==> config.mk <==
export PLATFORM = sky130hd
export DESIGN_NAME = ctc_top
export DESIGN_NICKNAME = d
export VERILOG_FILES = /design/src/hdl/ctc_pkg.sv /design/src/hdl/ctc_bch_if.sv /design/src/hdl/ctc_bch_enc.sv /design/src/hdl/ctc_top.sv
export SDC_FILE = /design/constraint.sdc
export NUM_CORES = 2
export LEC_CHECK = 0
export BUFFER_PORTS_ARGS = -buffer_cell sky130_fd_sc_hd__buf_2
export CORE_ASPECT_RATIO = 1.75
export CORE_MARGIN = 1
export CORE_UTILIZATION = 26
export CTS_CLUSTER_SIZE = 28
export DETAILED_ROUTE_END_ITERATION = 6
export GPL_ROUTABILITY_DRIVEN = 1
export HOLD_SLACK_MARGIN = 0.03
export SETUP_SLACK_MARGIN = 0.1
export SLEW_MARGIN = 10
export SYNTH_ARGS = -nofsm -noshare
export SYNTH_HDL_FRONTEND = slang
export SYNTH_SLANG_ARGS = --single-unit
export TNS_END_PERCENT = 20
==> constraint.sdc <==
create_clock -name clk -period 14.25 [get_ports clk]
set_input_delay 2.1375 -clock clk [delete_from_list [all_inputs] [get_ports clk]]
set_output_delay 2.1375 -clock clk [all_outputs]
set_load 0.05 [all_outputs]
==> src/hdl/ctc_pkg.sv <==
// shared constants and types of the command encoder test checker
package ctc_pkg;
  localparam int          DW         = 16;
  localparam int          INFO_W     = 48;
  localparam int          PAR_W      = 15;
  localparam int          COPY_D     = 64;
  localparam int          HIST_D     = 256;
  localparam logic [15:0] CI_ADDR    = 16'h0010;
  localparam logic [15:0] DATA_ADDR  = 16'h0040;
  localparam logic [15:0] MSG_ADDR   = 16'h00d0;
  localparam int          MSG_HI_BIT = 15;
  localparam int          MSG_NCI_BIT = 14;
  localparam int          MSG_NBD_BIT = 13;
  localparam int          VAL_BBB_BIT = 0;
  localparam logic [15:0] ZERO_WORD  = 16'h0000;
  localparam logic [15:0] ONES_WORD  = 16'hffff;
  localparam logic [15:0] ALT_WORD   = 16'h5555;
  localparam logic [15:0] SYNC_WORD  = 16'heb90;
  localparam logic [15:0] FLIP_MASK  = 16'h0001;
  localparam logic [14:0] BCH_POLY   = 15'h4a7b;
  localparam logic [1:0]  SYM_ZERO   = 2'h0;
  localparam logic [1:0]  SYM_PLUS   = 2'h1;
  localparam logic [1:0]  SYM_MINUS  = 2'h2;
  localparam int          CLK_HZ     = 10000000;
  localparam int          VAL_WIN_MS = 30;
  localparam int          VAL_WIN_CYC = CLK_HZ / 1000 * VAL_WIN_MS;

  typedef enum logic [2:0] {
    PAT_ZERO  = 3'h0,
    PAT_ONES  = 3'h1,
    PAT_ALT   = 3'h2,
    PAT_COUNT = 3'h3,
    PAT_USER  = 3'h4
  } ctc_pat_t;

  typedef enum logic [1:0] {
    FLT_NONE = 2'h0,
    FLT_WORD = 2'h1,
    FLT_POS  = 2'h2,
    FLT_NTH  = 2'h3
  } ctc_flt_t;

  typedef enum logic [1:0] {
    VOI_ALT1 = 2'h0,
    VOI_ALT2 = 2'h1,
    VOI_WALK = 2'h2
  } ctc_voice_t;

  typedef enum logic [2:0] {
    G_IDLE = 3'h0,
    G_CI   = 3'h1,
    G_DATA = 3'h2,
    G_MSG  = 3'h3,
    G_WAIT = 3'h4,
    G_DONE = 3'h5
  } ctc_gen_t;
endpackage

==> src/hdl/ctc_bch_if.sv <==
// request and answer signals between checker and parity regenerator
`timescale 1ns/100ps
interface ctc_bch_if;
  logic                         start;
  logic [ctc_pkg::INFO_W-1:0]   info;
  logic [ctc_pkg::PAR_W-1:0]    parity;
  logic                         done;
  modport gen (input start, input info, output parity, output done);
  modport use_side (output start, output info, input parity, input done);
endinterface

==> src/hdl/ctc_bch_enc.sv <==
// bch parity regenerator for the 48-bit formatted command
`timescale 1ns/100ps
module ctc_bch_enc #(
  parameter logic [ctc_pkg::PAR_W-1:0] POLY = ctc_pkg::BCH_POLY
) (
  input wire logic clk,
  input wire logic rst,
  ctc_bch_if.gen   b
);
  logic [ctc_pkg::PAR_W-1:0] par_reg;
  logic                      done_reg;

  // whole division in one cycle; the slow clock leaves ample margin
  function automatic logic [ctc_pkg::PAR_W-1:0] calc(
    input logic [ctc_pkg::INFO_W-1:0] d);
    logic [ctc_pkg::PAR_W-1:0] r;
    logic                      fb;
    r = '0;
    for (int i = ctc_pkg::INFO_W - 1; i >= 0; i--)
    begin
      fb = d[i] ^ r[ctc_pkg::PAR_W-1];
      r  = {r[ctc_pkg::PAR_W-2:0], 1'b0};
      if (fb)
        r = r ^ POLY;
    end
    return r;
  endfunction

  always_ff @(posedge clk)
  begin
    if (rst)
      par_reg <= '0;
    else if (b.start)
      par_reg <= calc(b.info);
  end

  always_ff @(posedge clk)
  begin
    if (rst)
      done_reg <= 1'b0;
    else
      done_reg <= b.start;
  end

  assign b.parity = par_reg;
  assign b.done   = done_reg;
endmodule

==> src/hdl/ctc_top.sv <==
// command encoder test checker: stimulus, monitor, loopback, voice, check
// Behaviour
// - five payload patterns: zeros, ones, alternating, count, user
// - operator picks words to leave unvalidated
// - faulty word: flip bit, else late acknowledgement
// - count blocks, retransmissions, keep last 256 bits
// - any mismatch halts run, holds recorded state
// - encrypter symbols looped back plain or inverted
// - voice patterns: single alternation, pairs, walking bit
// - regenerate bch parity, compare, flag difference
// - keep sent data words, compare received
// - deserialise, find sync, mode select, parallel out
// - parallel address, data, strobe into two-port memory
// - run settings latched at run start
`timescale 1ns/100ps
module ctc_top #(
  parameter int VAL_WIN_CYC = ctc_pkg::VAL_WIN_CYC
) (
  input  wire logic        clk,
  input  wire logic        rst,
  input  wire logic        run_start,
  input  wire logic [2:0]  pat_mode,
  input  wire logic [15:0] pat_user,
  input  wire logic [7:0]  payload_addr,
  input  wire logic [4:0]  fmt_type,
  input  wire logic [2:0]  verif_sel,
  input  wire logic [5:0]  blk_len,
  input  wire logic        priority_hi,
  input  wire logic [8:0]  num_blocks,
  input  wire logic [3:0]  retx_cnt,
  input  wire logic [1:0]  fault_mode,
  input  wire logic [15:0] fault_n,
  input  wire logic        blk_taken,
  output logic             mem_we,
  output logic [15:0]      mem_addr,
  output logic [15:0]      mem_wdata,
  input  wire logic        tx_valid,
  input  wire logic [15:0] tx_word,
  output logic             pms_valid,
  output logic [15:0]      pms_word,
  output logic             pms_ack,
  input  wire logic        enc_in_valid,
  input  wire logic [1:0]  enc_in_sym,
  input  wire logic        lb_invert,
  output logic             lb_valid,
  output logic [1:0]       lb_sym,
  input  wire logic [1:0]  voice_pat,
  input  wire logic        voice_tick,
  output logic             voice_bit,
  input  wire logic        rx_valid,
  input  wire logic        rx_bit,
  input  wire logic        bch_mode,
  output logic             rx_word_valid,
  output logic [15:0]      rx_word,
  output logic             halted,
  output logic             parity_err,
  output logic [15:0]      blk_rx_cnt,
  output logic [15:0]      retx_rx_cnt,
  input  wire logic [7:0]  hist_sel,
  output logic             hist_bit,
  output logic             run_busy
);
  ctc_pkg::ctc_gen_t   g_st_reg;
  ctc_pkg::ctc_pat_t   cfg_pat_reg;
  logic [15:0]         cfg_user_reg;
  logic [7:0]          cfg_addr_reg;
  logic [4:0]          cfg_fmt_reg;
  logic [2:0]          cfg_verif_reg;
  logic [5:0]          cfg_len_reg;
  logic                cfg_hi_reg;
  logic [8:0]          cfg_blocks_reg;
  logic [3:0]          cfg_retx_reg;
  logic [1:0]          cfg_flt_reg;
  logic [15:0]         cfg_fn_reg;
  logic [5:0]          widx_reg;
  logic [8:0]          blk_left_reg;
  logic [15:0]         cnt_reg;
  logic                first_reg;
  logic [15:0]         copy_reg [ctc_pkg::COPY_D];
  logic [15:0]         pat_word;
  logic [15:0]         ci_word;
  logic                start_ok;
  logic                stop;

  assign start_ok = run_start
                  && (g_st_reg == ctc_pkg::G_IDLE || g_st_reg == ctc_pkg::G_DONE);
  assign stop     = halted;
  assign run_busy = g_st_reg != ctc_pkg::G_IDLE && g_st_reg != ctc_pkg::G_DONE;

  // settings held for the whole run so mid-run changes cannot skew checks
  always_ff @(posedge clk)
  begin
    if (rst)
    begin
      cfg_pat_reg    <= ctc_pkg::PAT_ZERO;
      cfg_user_reg   <= ctc_pkg::ZERO_WORD;
      cfg_addr_reg   <= '0;
      cfg_fmt_reg    <= '0;
      cfg_verif_reg  <= '0;
      cfg_len_reg    <= '0;
      cfg_hi_reg     <= 1'b0;
      cfg_blocks_reg <= '0;
      cfg_retx_reg   <= '0;
      cfg_flt_reg    <= ctc_pkg::FLT_NONE;
      cfg_fn_reg     <= ctc_pkg::ZERO_WORD;
    end
    else if (start_ok)
    begin
      cfg_pat_reg    <= ctc_pkg::ctc_pat_t'(pat_mode);
      cfg_user_reg   <= pat_user;
      cfg_addr_reg   <= payload_addr;
      cfg_fmt_reg    <= fmt_type;
      cfg_verif_reg  <= verif_sel;
      cfg_len_reg    <= blk_len;
      cfg_hi_reg     <= priority_hi;
      cfg_blocks_reg <= num_blocks;
      cfg_retx_reg   <= retx_cnt;
      cfg_flt_reg    <= fault_mode;
      cfg_fn_reg     <= fault_n;
    end
  end

  always_comb
  begin
    case (cfg_pat_reg)
      ctc_pkg::PAT_ZERO:  pat_word = ctc_pkg::ZERO_WORD;
      ctc_pkg::PAT_ONES:  pat_word = ctc_pkg::ONES_WORD;
      ctc_pkg::PAT_ALT:   pat_word = ctc_pkg::ALT_WORD;
      ctc_pkg::PAT_COUNT: pat_word = cnt_reg;
      ctc_pkg::PAT_USER:  pat_word = cfg_user_reg;
      default:            pat_word = ctc_pkg::ZERO_WORD;
    endcase
  end

  always_comb
  begin
    case (widx_reg[1:0])
      2'h0:    ci_word = {cfg_addr_reg, cfg_fmt_reg, cfg_verif_reg};
      2'h1:    ci_word = {cfg_retx_reg, 12'h000};
      2'h2:    ci_word = {7'h00, cfg_blocks_reg};
      default: ci_word = ctc_pkg::ZERO_WORD;
    endcase
  end

  always_ff @(posedge clk)
  begin
    if (rst)
      g_st_reg <= ctc_pkg::G_IDLE;
    else if (stop && run_busy)
      g_st_reg <= ctc_pkg::G_DONE;
    else
      case (g_st_reg)
        ctc_pkg::G_IDLE, ctc_pkg::G_DONE:
          if (start_ok)
            g_st_reg <= ctc_pkg::G_CI;
        ctc_pkg::G_CI:
          if (widx_reg == 6'h03)
            g_st_reg <= ctc_pkg::G_DATA;
        ctc_pkg::G_DATA:
          if (widx_reg == cfg_len_reg - 6'h01)
            g_st_reg <= ctc_pkg::G_MSG;
        ctc_pkg::G_MSG:
          g_st_reg <= ctc_pkg::G_WAIT;
        ctc_pkg::G_WAIT:
          if (blk_taken)
            g_st_reg <= (blk_left_reg <= 9'h001) ? ctc_pkg::G_DONE : ctc_pkg::G_DATA;
        default:
          g_st_reg <= ctc_pkg::G_IDLE;
      endcase
  end

  always_ff @(posedge clk)
  begin
    if (rst || start_ok)
      widx_reg <= '0;
    else if (g_st_reg == ctc_pkg::G_CI)
      widx_reg <= (widx_reg == 6'h03) ? 6'h00 : widx_reg + 6'h01;
    else if (g_st_reg == ctc_pkg::G_DATA)
      widx_reg <= widx_reg + 6'h01;
    else
      widx_reg <= '0;
  end

  always_ff @(posedge clk)
  begin
    if (rst)
      blk_left_reg <= '0;
    else if (start_ok)
      blk_left_reg <= num_blocks;
    else if (g_st_reg == ctc_pkg::G_WAIT && blk_taken)
      blk_left_reg <= blk_left_reg - 9'h001;
  end

  always_ff @(posedge clk)
  begin
    if (rst || start_ok)
      cnt_reg <= ctc_pkg::ZERO_WORD;
    else if (g_st_reg == ctc_pkg::G_DATA && !stop)
      cnt_reg <= cnt_reg + 16'h0001;
  end

  always_ff @(posedge clk)
  begin
    if (rst || start_ok)
      first_reg <= 1'b1;
    else if (g_st_reg == ctc_pkg::G_MSG)
      first_reg <= 1'b0;
  end

  // memory port driven straight from flops, one word per clock
  always_ff @(posedge clk)
  begin
    if (rst)
    begin
      mem_we    <= 1'b0;
      mem_addr  <= ctc_pkg::ZERO_WORD;
      mem_wdata <= ctc_pkg::ZERO_WORD;
    end
    else
    begin
      mem_we <= 1'b0;
      if (!stop)
        case (g_st_reg)
          ctc_pkg::G_CI:
          begin
            mem_we    <= 1'b1;
            mem_addr  <= ctc_pkg::CI_ADDR + {10'h000, widx_reg};
            mem_wdata <= ci_word;
          end
          ctc_pkg::G_DATA:
          begin
            mem_we    <= 1'b1;
            mem_addr  <= ctc_pkg::DATA_ADDR + {10'h000, widx_reg};
            mem_wdata <= pat_word;
          end
          ctc_pkg::G_MSG:
          begin
            mem_we    <= 1'b1;
            mem_addr  <= ctc_pkg::MSG_ADDR;
            mem_wdata <= ctc_pkg::ZERO_WORD;
            mem_wdata[ctc_pkg::MSG_HI_BIT]  <= cfg_hi_reg && first_reg;
            mem_wdata[ctc_pkg::MSG_NCI_BIT] <= first_reg;
            mem_wdata[ctc_pkg::MSG_NBD_BIT] <= 1'b1;
            mem_wdata[5:0] <= cfg_len_reg;
          end
          default:
            mem_we <= 1'b0;
        endcase
    end
  end

  for (genvar i = 0; i < ctc_pkg::COPY_D; i++)
  begin : g_copy
    always_ff @(posedge clk)
    begin
      if (rst)
        copy_reg[i] <= ctc_pkg::ZERO_WORD;
      else if (g_st_reg == ctc_pkg::G_DATA && !stop && widx_reg == 6'(i))
        copy_reg[i] <= pat_word;
    end
  end

  // performance monitor simulator
  logic [15:0] wnum_reg;
  logic [15:0] pos_reg;
  logic [15:0] nth_reg;
  logic        faulty;
  logic        bitwise;
  logic        late_on_reg;
  logic [19:0] late_cnt_reg;
  logic        late_fire;

  assign bitwise   = cfg_verif_reg[ctc_pkg::VAL_BBB_BIT];
  assign late_fire = late_on_reg && late_cnt_reg == 20'(VAL_WIN_CYC);

  always_comb
  begin
    case (cfg_flt_reg)
      ctc_pkg::FLT_WORD: faulty = wnum_reg == cfg_fn_reg;
      ctc_pkg::FLT_POS:  faulty = pos_reg == cfg_fn_reg;
      ctc_pkg::FLT_NTH:  faulty = nth_reg == cfg_fn_reg;
      default:           faulty = 1'b0;
    endcase
  end

  always_ff @(posedge clk)
  begin
    if (rst || start_ok)
    begin
      wnum_reg <= 16'h0001;
      pos_reg  <= 16'h0001;
      nth_reg  <= 16'h0001;
    end
    else if (tx_valid)
    begin
      wnum_reg <= wnum_reg + 16'h0001;
      pos_reg  <= (pos_reg == {10'h000, cfg_len_reg}) ? 16'h0001 : pos_reg + 16'h0001;
      nth_reg  <= (nth_reg == cfg_fn_reg) ? 16'h0001 : nth_reg + 16'h0001;
    end
  end

  always_ff @(posedge clk)
  begin
    if (rst)
    begin
      pms_valid <= 1'b0;
      pms_word  <= ctc_pkg::ZERO_WORD;
    end
    else
    begin
      pms_valid <= tx_valid;
      if (tx_valid)
        pms_word <= (faulty && bitwise) ? tx_word ^ ctc_pkg::FLIP_MASK : tx_word;
    end
  end

  // a withheld ack comes one cycle past the window so overdue is seen
  always_ff @(posedge clk)
  begin
    if (rst || start_ok)
    begin
      late_on_reg  <= 1'b0;
      late_cnt_reg <= '0;
    end
    else if (tx_valid && faulty && !bitwise)
    begin
      late_on_reg  <= 1'b1;
      late_cnt_reg <= '0;
    end
    else if (late_fire)
      late_on_reg <= 1'b0;
    else if (late_on_reg)
      late_cnt_reg <= late_cnt_reg + 20'h00001;
  end

  always_ff @(posedge clk)
  begin
    if (rst)
      pms_ack <= 1'b0;
    else
      pms_ack <= (tx_valid && !(faulty && !bitwise)) || late_fire;
  end

  // encrypter loopback
  always_ff @(posedge clk)
  begin
    if (rst)
    begin
      lb_valid <= 1'b0;
      lb_sym   <= ctc_pkg::SYM_ZERO;
    end
    else
    begin
      lb_valid <= enc_in_valid;
      if (enc_in_valid)
        case (enc_in_sym)
          ctc_pkg::SYM_PLUS:  lb_sym <= lb_invert ? ctc_pkg::SYM_MINUS : ctc_pkg::SYM_PLUS;
          ctc_pkg::SYM_MINUS: lb_sym <= lb_invert ? ctc_pkg::SYM_PLUS : ctc_pkg::SYM_MINUS;
          default:            lb_sym <= ctc_pkg::SYM_ZERO;
        endcase
    end
  end

  // voice pattern source
  logic [3:0] vcnt_reg;
  logic [3:0] wpos_reg;

  always_ff @(posedge clk)
  begin
    if (rst)
    begin
      vcnt_reg  <= '0;
      wpos_reg  <= '0;
      voice_bit <= 1'b0;
    end
    else if (voice_tick)
    begin
      vcnt_reg <= vcnt_reg + 4'h1;
      if (vcnt_reg == 4'hf)
        wpos_reg <= wpos_reg + 4'h1;
      case (ctc_pkg::ctc_voice_t'(voice_pat))
        ctc_pkg::VOI_ALT1: voice_bit <= vcnt_reg[0];
        ctc_pkg::VOI_ALT2: voice_bit <= vcnt_reg[1];
        ctc_pkg::VOI_WALK: voice_bit <= vcnt_reg == wpos_reg;
        default:           voice_bit <= 1'b0;
      endcase
    end
  end

  // demodulated data checker
  ctc_bch_if bi ();
  ctc_bch_enc u_bch (
    .clk (clk),
    .rst (rst),
    .b   (bi.gen)
  );

  logic [15:0]             rx_sh_reg;
  logic [15:0]             rx_w;
  logic                    synced_reg;
  logic [3:0]              bitcnt_reg;
  logic [5:0]              ridx_reg;
  logic [5:0]              last_idx;
  logic                    word_ev;
  logic                    data_bad;
  logic                    par_bad;
  logic                    frame_end;
  logic                    seen_reg;
  logic [ctc_pkg::PAR_W-1:0] rx_par_reg;
  logic [ctc_pkg::HIST_D-1:0] hist_reg;

  assign rx_w      = {rx_sh_reg[14:0], rx_bit};
  assign last_idx  = bch_mode ? 6'h03 : cfg_len_reg - 6'h01;
  assign word_ev   = rx_valid && !halted && synced_reg && bitcnt_reg == 4'hf;
  assign data_bad  = word_ev && !(bch_mode && ridx_reg == 6'h03)
                   && rx_w != copy_reg[ridx_reg];
  assign par_bad   = bi.done && bi.parity != rx_par_reg;
  assign frame_end = word_ev && ridx_reg == last_idx;
  assign bi.start  = word_ev && bch_mode && ridx_reg == 6'h03;
  assign bi.info   = {copy_reg[0], copy_reg[1], copy_reg[2]};

  always_ff @(posedge clk)
  begin
    if (rst || start_ok)
    begin
      rx_sh_reg  <= ctc_pkg::ZERO_WORD;
      synced_reg <= 1'b0;
      bitcnt_reg <= '0;
      ridx_reg   <= '0;
    end
    else if (rx_valid && !halted)
    begin
      rx_sh_reg <= rx_w;
      if (!synced_reg)
      begin
        if (rx_w == ctc_pkg::SYNC_WORD)
          synced_reg <= 1'b1;
        bitcnt_reg <= '0;
        ridx_reg   <= '0;
      end
      else
      begin
        bitcnt_reg <= bitcnt_reg + 4'h1;
        if (bitcnt_reg == 4'hf)
        begin
          ridx_reg <= ridx_reg + 6'h01;
          if (ridx_reg == last_idx)
            synced_reg <= 1'b0;
        end
      end
    end
  end

  always_ff @(posedge clk)
  begin
    if (rst)
    begin
      rx_word_valid <= 1'b0;
      rx_word       <= ctc_pkg::ZERO_WORD;
      rx_par_reg    <= '0;
    end
    else
    begin
      rx_word_valid <= word_ev;
      if (word_ev)
        rx_word <= rx_w;
      if (bi.start)
        rx_par_reg <= rx_w[ctc_pkg::PAR_W-1:0];
    end
  end

  // a mismatch in the start cycle still wins over the clear
  always_ff @(posedge clk)
  begin
    if (rst)
    begin
      halted     <= 1'b0;
      parity_err <= 1'b0;
    end
    else
    begin
      halted     <= (halted && !start_ok) || data_bad || par_bad;
      parity_err <= (parity_err && !start_ok) || par_bad;
    end
  end

  always_ff @(posedge clk)
  begin
    if (rst || start_ok)
    begin
      blk_rx_cnt  <= ctc_pkg::ZERO_WORD;
      retx_rx_cnt <= ctc_pkg::ZERO_WORD;
    end
    else if (frame_end && !data_bad)
    begin
      if (seen_reg)
        retx_rx_cnt <= retx_rx_cnt + 16'h0001;
      else
        blk_rx_cnt <= blk_rx_cnt + 16'h0001;
    end
  end

  always_ff @(posedge clk)
  begin
    if (rst || start_ok)
      seen_reg <= 1'b0;
    else
      seen_reg <= frame_end || (seen_reg && g_st_reg != ctc_pkg::G_MSG);
  end

  // history freezes with the halt so the failing bits stay readable
  always_ff @(posedge clk)
  begin
    if (rst)
      hist_reg <= '0;
    else if (rx_valid && !halted)
      hist_reg <= {hist_reg[ctc_pkg::HIST_D-2:0], rx_bit};
  end

  always_ff @(posedge clk)
  begin
    if (rst)
      hist_bit <= 1'b0;
    else
      hist_bit <= hist_reg[hist_sel];
  end
endmodule

---- Word-level counts from Yosys, hierarchy flattened ----
Memory sizes are Yosys's and may differ from the RTL's. A register that Yosys moved wholly into a read port is not among the register bits.
Cells that the tools add are included.
storage, ports and cells
  register bits ........................... 606
  bits in writable memories ............... 1024
  input port bits ......................... 112
  output and inout bits ................... 108
  memories ................................ 1
operators by class
  add/subtract/negate cells ............... 16
  $lt $le $gt $ge ......................... 2
  equal/unequal tests ..................... 106
  multiplexer cells ....................... 439
  bitwise logic cells ..................... 162
  reductions and logical operators ........ 124
memory list
  name      words  bits a word  read ports  clocked after Yosys merged registers in  wr ports  RTL line       source
  copy_reg  64     16           4           1                                        64        ctc_top.sv:79  logic [15:0] copy_reg [ctc_pkg::COPY_D];
operators by type and width
  kind                                                   number
  2-to-1 mux 15 bit                                      142
  2-to-1 mux 16 bit                                      66
  inverter 9 bit                                         47
  2-to-1 mux 1 bit                                       203
  equality test 6 bit, second input constant             32
  one-hot mux 16 bit (3 select lines)                    3
  adder 16 x 1 -> 16 bit, second input constant          6
  equality test 6 x 5 -> 1 bit, second input constant    16
  logical AND 1 bit                                      90
  OR 1 bit                                               64
  one-hot mux 16 bit (4 select lines)                    1
  equality test 16 bit                                   3
  equality test 6 x 4 -> 1 bit, second input constant    8
  2-to-1 mux 6 bit                                       8
  XOR 1 bit                                              47
  equality test 6 x 3 -> 1 bit, second input constant    4
  adder 20 x 1 -> 20 bit, second input constant          1
  equality test 20 x 19 -> 1 bit, second input constant  1
  equality test 6 x 2 -> 1 bit, second input constant    3
  2-to-1 mux 3 bit                                       6
  2-to-1 mux 9 bit                                       2
  equality test 16 bit, second input constant            1
  equality test 16 x 6 -> 1 bit                          1
  != test 16 bit                                         1
  other kinds (40)                                       93

---- Longest topological paths before layout ----
  word-level depth ........................ 194
  mapped depth ............................ 17

---- Hierarchy ----
Synthesis repeated with hierarchy kept, for this count alone.
unflattened totals
  cells, all modules ...................... 6574
  area, all modules ....................... 74851.8 um^2
by module, submodules not included
  module       instances  cells an instance  area an instance (um^2)  sequential area each (um^2)
  ctc_top      1          6294               71132.0                  42520.8
  ctc_bch_enc  1          280                3719.8                   320.3

---- Worst setup path after synthesis ----
No wires, ideal clock.
  path kind ............................... input to register
  start point ............................. in hist_sel[0]
  end point ............................... reg hist_bit
  library setup time ...................... 0.126 ns
  data arrival time ....................... 5.105 ns
  slack ................................... 9.018 ns
  cell stages on the path ................. 7
  path buffers ............................ 2
  path through ............................ clkbuf_1 buf_1 mux4_2 mux4_2 mux4_2 mux4_2 nor2b_1
between the ends
  cells in the longest elaborated chain, start to end .. 2
ends and longest elaborated chain
  what                                    RTL line        source
  from (decl)                             ctc_top.sv:59   input wire logic [7:0] hist_sel,
  binary-select mux 1 bit (select 8 bit)  ctc_top.sv:525  hist_bit <= hist_reg[hist_sel];
  2-to-1 mux 1 bit (not written as such)  ctc_top.sv:525
  to (signal assigned)                    ctc_top.sv:525
  to (decl)                               ctc_top.sv:60   output logic hist_bit,
Every way passes these cells. The select of a mux whose other input is x is not followed.
A chain may end at the register's enable or synchronous reset.

==> reports/metrics.csv <==
stage;metric;value;unit
status;status;complete, but fails checks;
status;violations;DRC;
routing;wl_met2;116000;um
sta;tightestPinTransition;1.30;ns
layout;layoutNonFillerInstCount;10100;
die;std_cell_rows;257;
layout;largest_reg_flops;1024;
grt;antenna_found_initial;9;
routing;viasPerCell;4.87;
setup_path;arrival;7.78;ns
layout;drive_above_1_share;16.3;%
sta;tns;0;ns
synth;postSynthCellCount;6218;
grt;grt_overflow;0;
setup_path;worstPathMaxFanout;40;
sta;fin_crit_sh;49.5;%
setup_path;crit_family;simple AND/OR/NAND/NOR gates;
die;boundaryPins;220;
layout;nets;6361;
cts;clockBufferDepth;4;
routing;route.met3.wl;14100;um
sta;max_freq;142;MHz
routing;post-route-drc-count;1;
sta;finalSetupViolCount;0;
cts;hold_buffers;0;
setup_path;path_cells;buf_4 > buf_4 > mux4_2 > mux4_2 > a22oi_1 > a21oi_1 > nor4_1 > nand4_1 > or4_1 > a311o_1 > nor4_1 > nand3_1 > or3_1 > a21oi_1;
placed_design;post_dp_cell_area;78600;sq um
worst_hold_path;worstHoldStart;hist_reg[107];
sta;rsz0062_at_grt;no;
synth;synth-async-reset-ratio;0;%
setup_path;crit_path_end_kind;flop;
setup_path;crit_cells;14;
cts;htreeDepth;4;
routing;ant_nets;0;
layout;final_cell_area;83600;sq um
die;start_util;26.2;%
cts;clock_sinks;1628;
grt;grt_pass1_vias;49600;
sta;setup_slack;7.20;ns
synth;ys.flop_type;edfxtp_1;
sta;slew_violations;0;
synth;synth-seq-area-share;58.3;%
placed_design;pre_cts_slack;7.18;ns
synth;synth_edf_count;1024;
synth;synth_area_leaders;edfxtp_1 42%, dfxtp_1 16%, mux4_2 12%;
placed_design;hpwl;146000;um
setup_path;worst_path_max_delay_cell;buf_4;
routing;routedWlPerCell;22.0;um
worst_hold_path;worstHoldPathCells;2;
cts;root_buffer;clkbuf_16;
cts;cts_buffers;162;
cts;insertion_delay;0.84;ns
routing;first_iter_violations;5185;
routing;met1_length;74000;um
setup_path;path_buf_inv;2;
setup_path;worst_r2r_path_depth;14;
setup_path;cp-start-kind;flop;
routing;wirelength;222000;um
worst_hold_path;hold_class;reg2reg;
synth;synth_top_cell_by_area;edfxtp_1;
setup_path;slowest_delay;0.73;ns
synth;yosysUniqueCellTypes;65;
synth;ys.warnings.count;0;
grt;grt_max_degree;124;
synth;ys_ff_latch;1628;
setup_path;worstPathRequired;14.98;ns
cts;cts_tree;built;
sta;fin_crit;7.05;ns
grt;grt_pass1_wl;323000;um
placed_design;placed_cells;9814;
cts;ctsResizeCount;0;
die;core-area;281000;sq um
placed_design;gp_congestion;0.901;
grt;grt_usage;15.1;%
die;dieArea;285000;sq um
flow_run;drv_cap;0;
die;die_width;404;um
sta;finalClockSkew;0.0823;ns
sta;max_slew_margin;13.3;%
layout;area_growth;13.8;%
placed_design;portBuffers;211;
setup_path;crit_type;reg2reg;
die;dieHeight;705;um
routing;vias;49200;
routing;top_layer_used;met5;
synth;synth_area;73500;sq um
synth;syn-mean-instance-area;11.8;sq um
synth;synth_top_area_share;41.8;%
routing;drtPass1Iterations;7;
cts;cts_setup_buffers;0;
sta;hold_viol;0;
cts;clk_pin_slew;0.06;ns
-- worst min-delay path, stage by stage, from the launching register on --
cell	delay, ns
dfxtp_1	0.32
nand2_1	0.05
a21oi_1	0.05
-- routing by layer --
layer	up-vias	track usage, %
met5	-	0
met4	2	10.9
met3	628	2.00
met2	2037	27.7
met1	24700	15.7
li1	21900	-
-- kinds of logic after synthesis --
logic type | share of synthesized area, %
xor gates and xnor gates | 6.63
DFF | 58.3
other | 0.00510
buffers and inverters | 2.81
and+or+nand+nor | 13.5
AOI/OAI and AO/OA | 5.28
adders and majority gates | 0.442
muxes | 13.1
-- Yosys cell counts (56+ instances only) --
cell type	n
nor2_1	1267
edfxtp_1	1024
nand2_1	953
dfxtp_1	604
a21oi_1	460
clkbuf_1	411
mux4_2	400
xnor2_1	195
xor2_1	115
buf_1	66
o21bai_1	64
mux2i_1	56
xnor3_1	56
-- path summary, 6_finish.rpt --
path / endpoint / slack, ns
max: retx_rx_cnt[15] / 7.20
min: hist_reg[108] / 0.45
max reg2reg: retx_rx_cnt[15] / 7.20
min reg2reg: hist_reg[108] / 0.45
-- area by class of cell --
cell class	instances	area, sq um
diodes	8	20.0
clock buffers	206	4370
clock inverters	79	679
fillers	28300	197000
inverters	34	128
multi-input cells	4063	28900
flip-flops and latches	1628	42900
well taps	3755	4700
repair buffers	334	2000
-- through the flow --
step	hold WS, ns	utilization, %
finish	0.450	29.8
global route	0.456	29.8
CTS	0.453	29.8
detailed placement	0.448	28.0
global placement	0.441	28.0
floorplan	0.432	-
-- layout by cell type (no fill, tap or decap), types with 11 or more instances in the layout --
cell type / count
nor3_1: 26
nor4_1: 18
dfxtp_1: 599
xnor2_1: 195
xor3_1: 13
clkinv_1: 22
or3_1: 17
edfxtp_1: 1024
a22oi_1: 46
mux4_2: 400
o21ai_0: 55
ha_1: 26
buf_4: 123
and2_1: 18
nor2b_1: 23
nand3_1: 52
xor2_1: 115
o221ai_1: 15
o21bai_1: 60
a211oi_1: 11
buf_2: 209
inv_1: 35
nand2_1: 951
nor2_1: 1265
nand4_1: 37
mux2i_1: 56
clkinv_2: 25
clkbuf_1: 31
clkbuf_16: 165
a21oi_1: 451
and3_1: 31
xnor3_1: 56
Power is left out: the tool's default activity adds up to more than one toggle a clock period on the data nets, which glitch-free logic cannot reach.
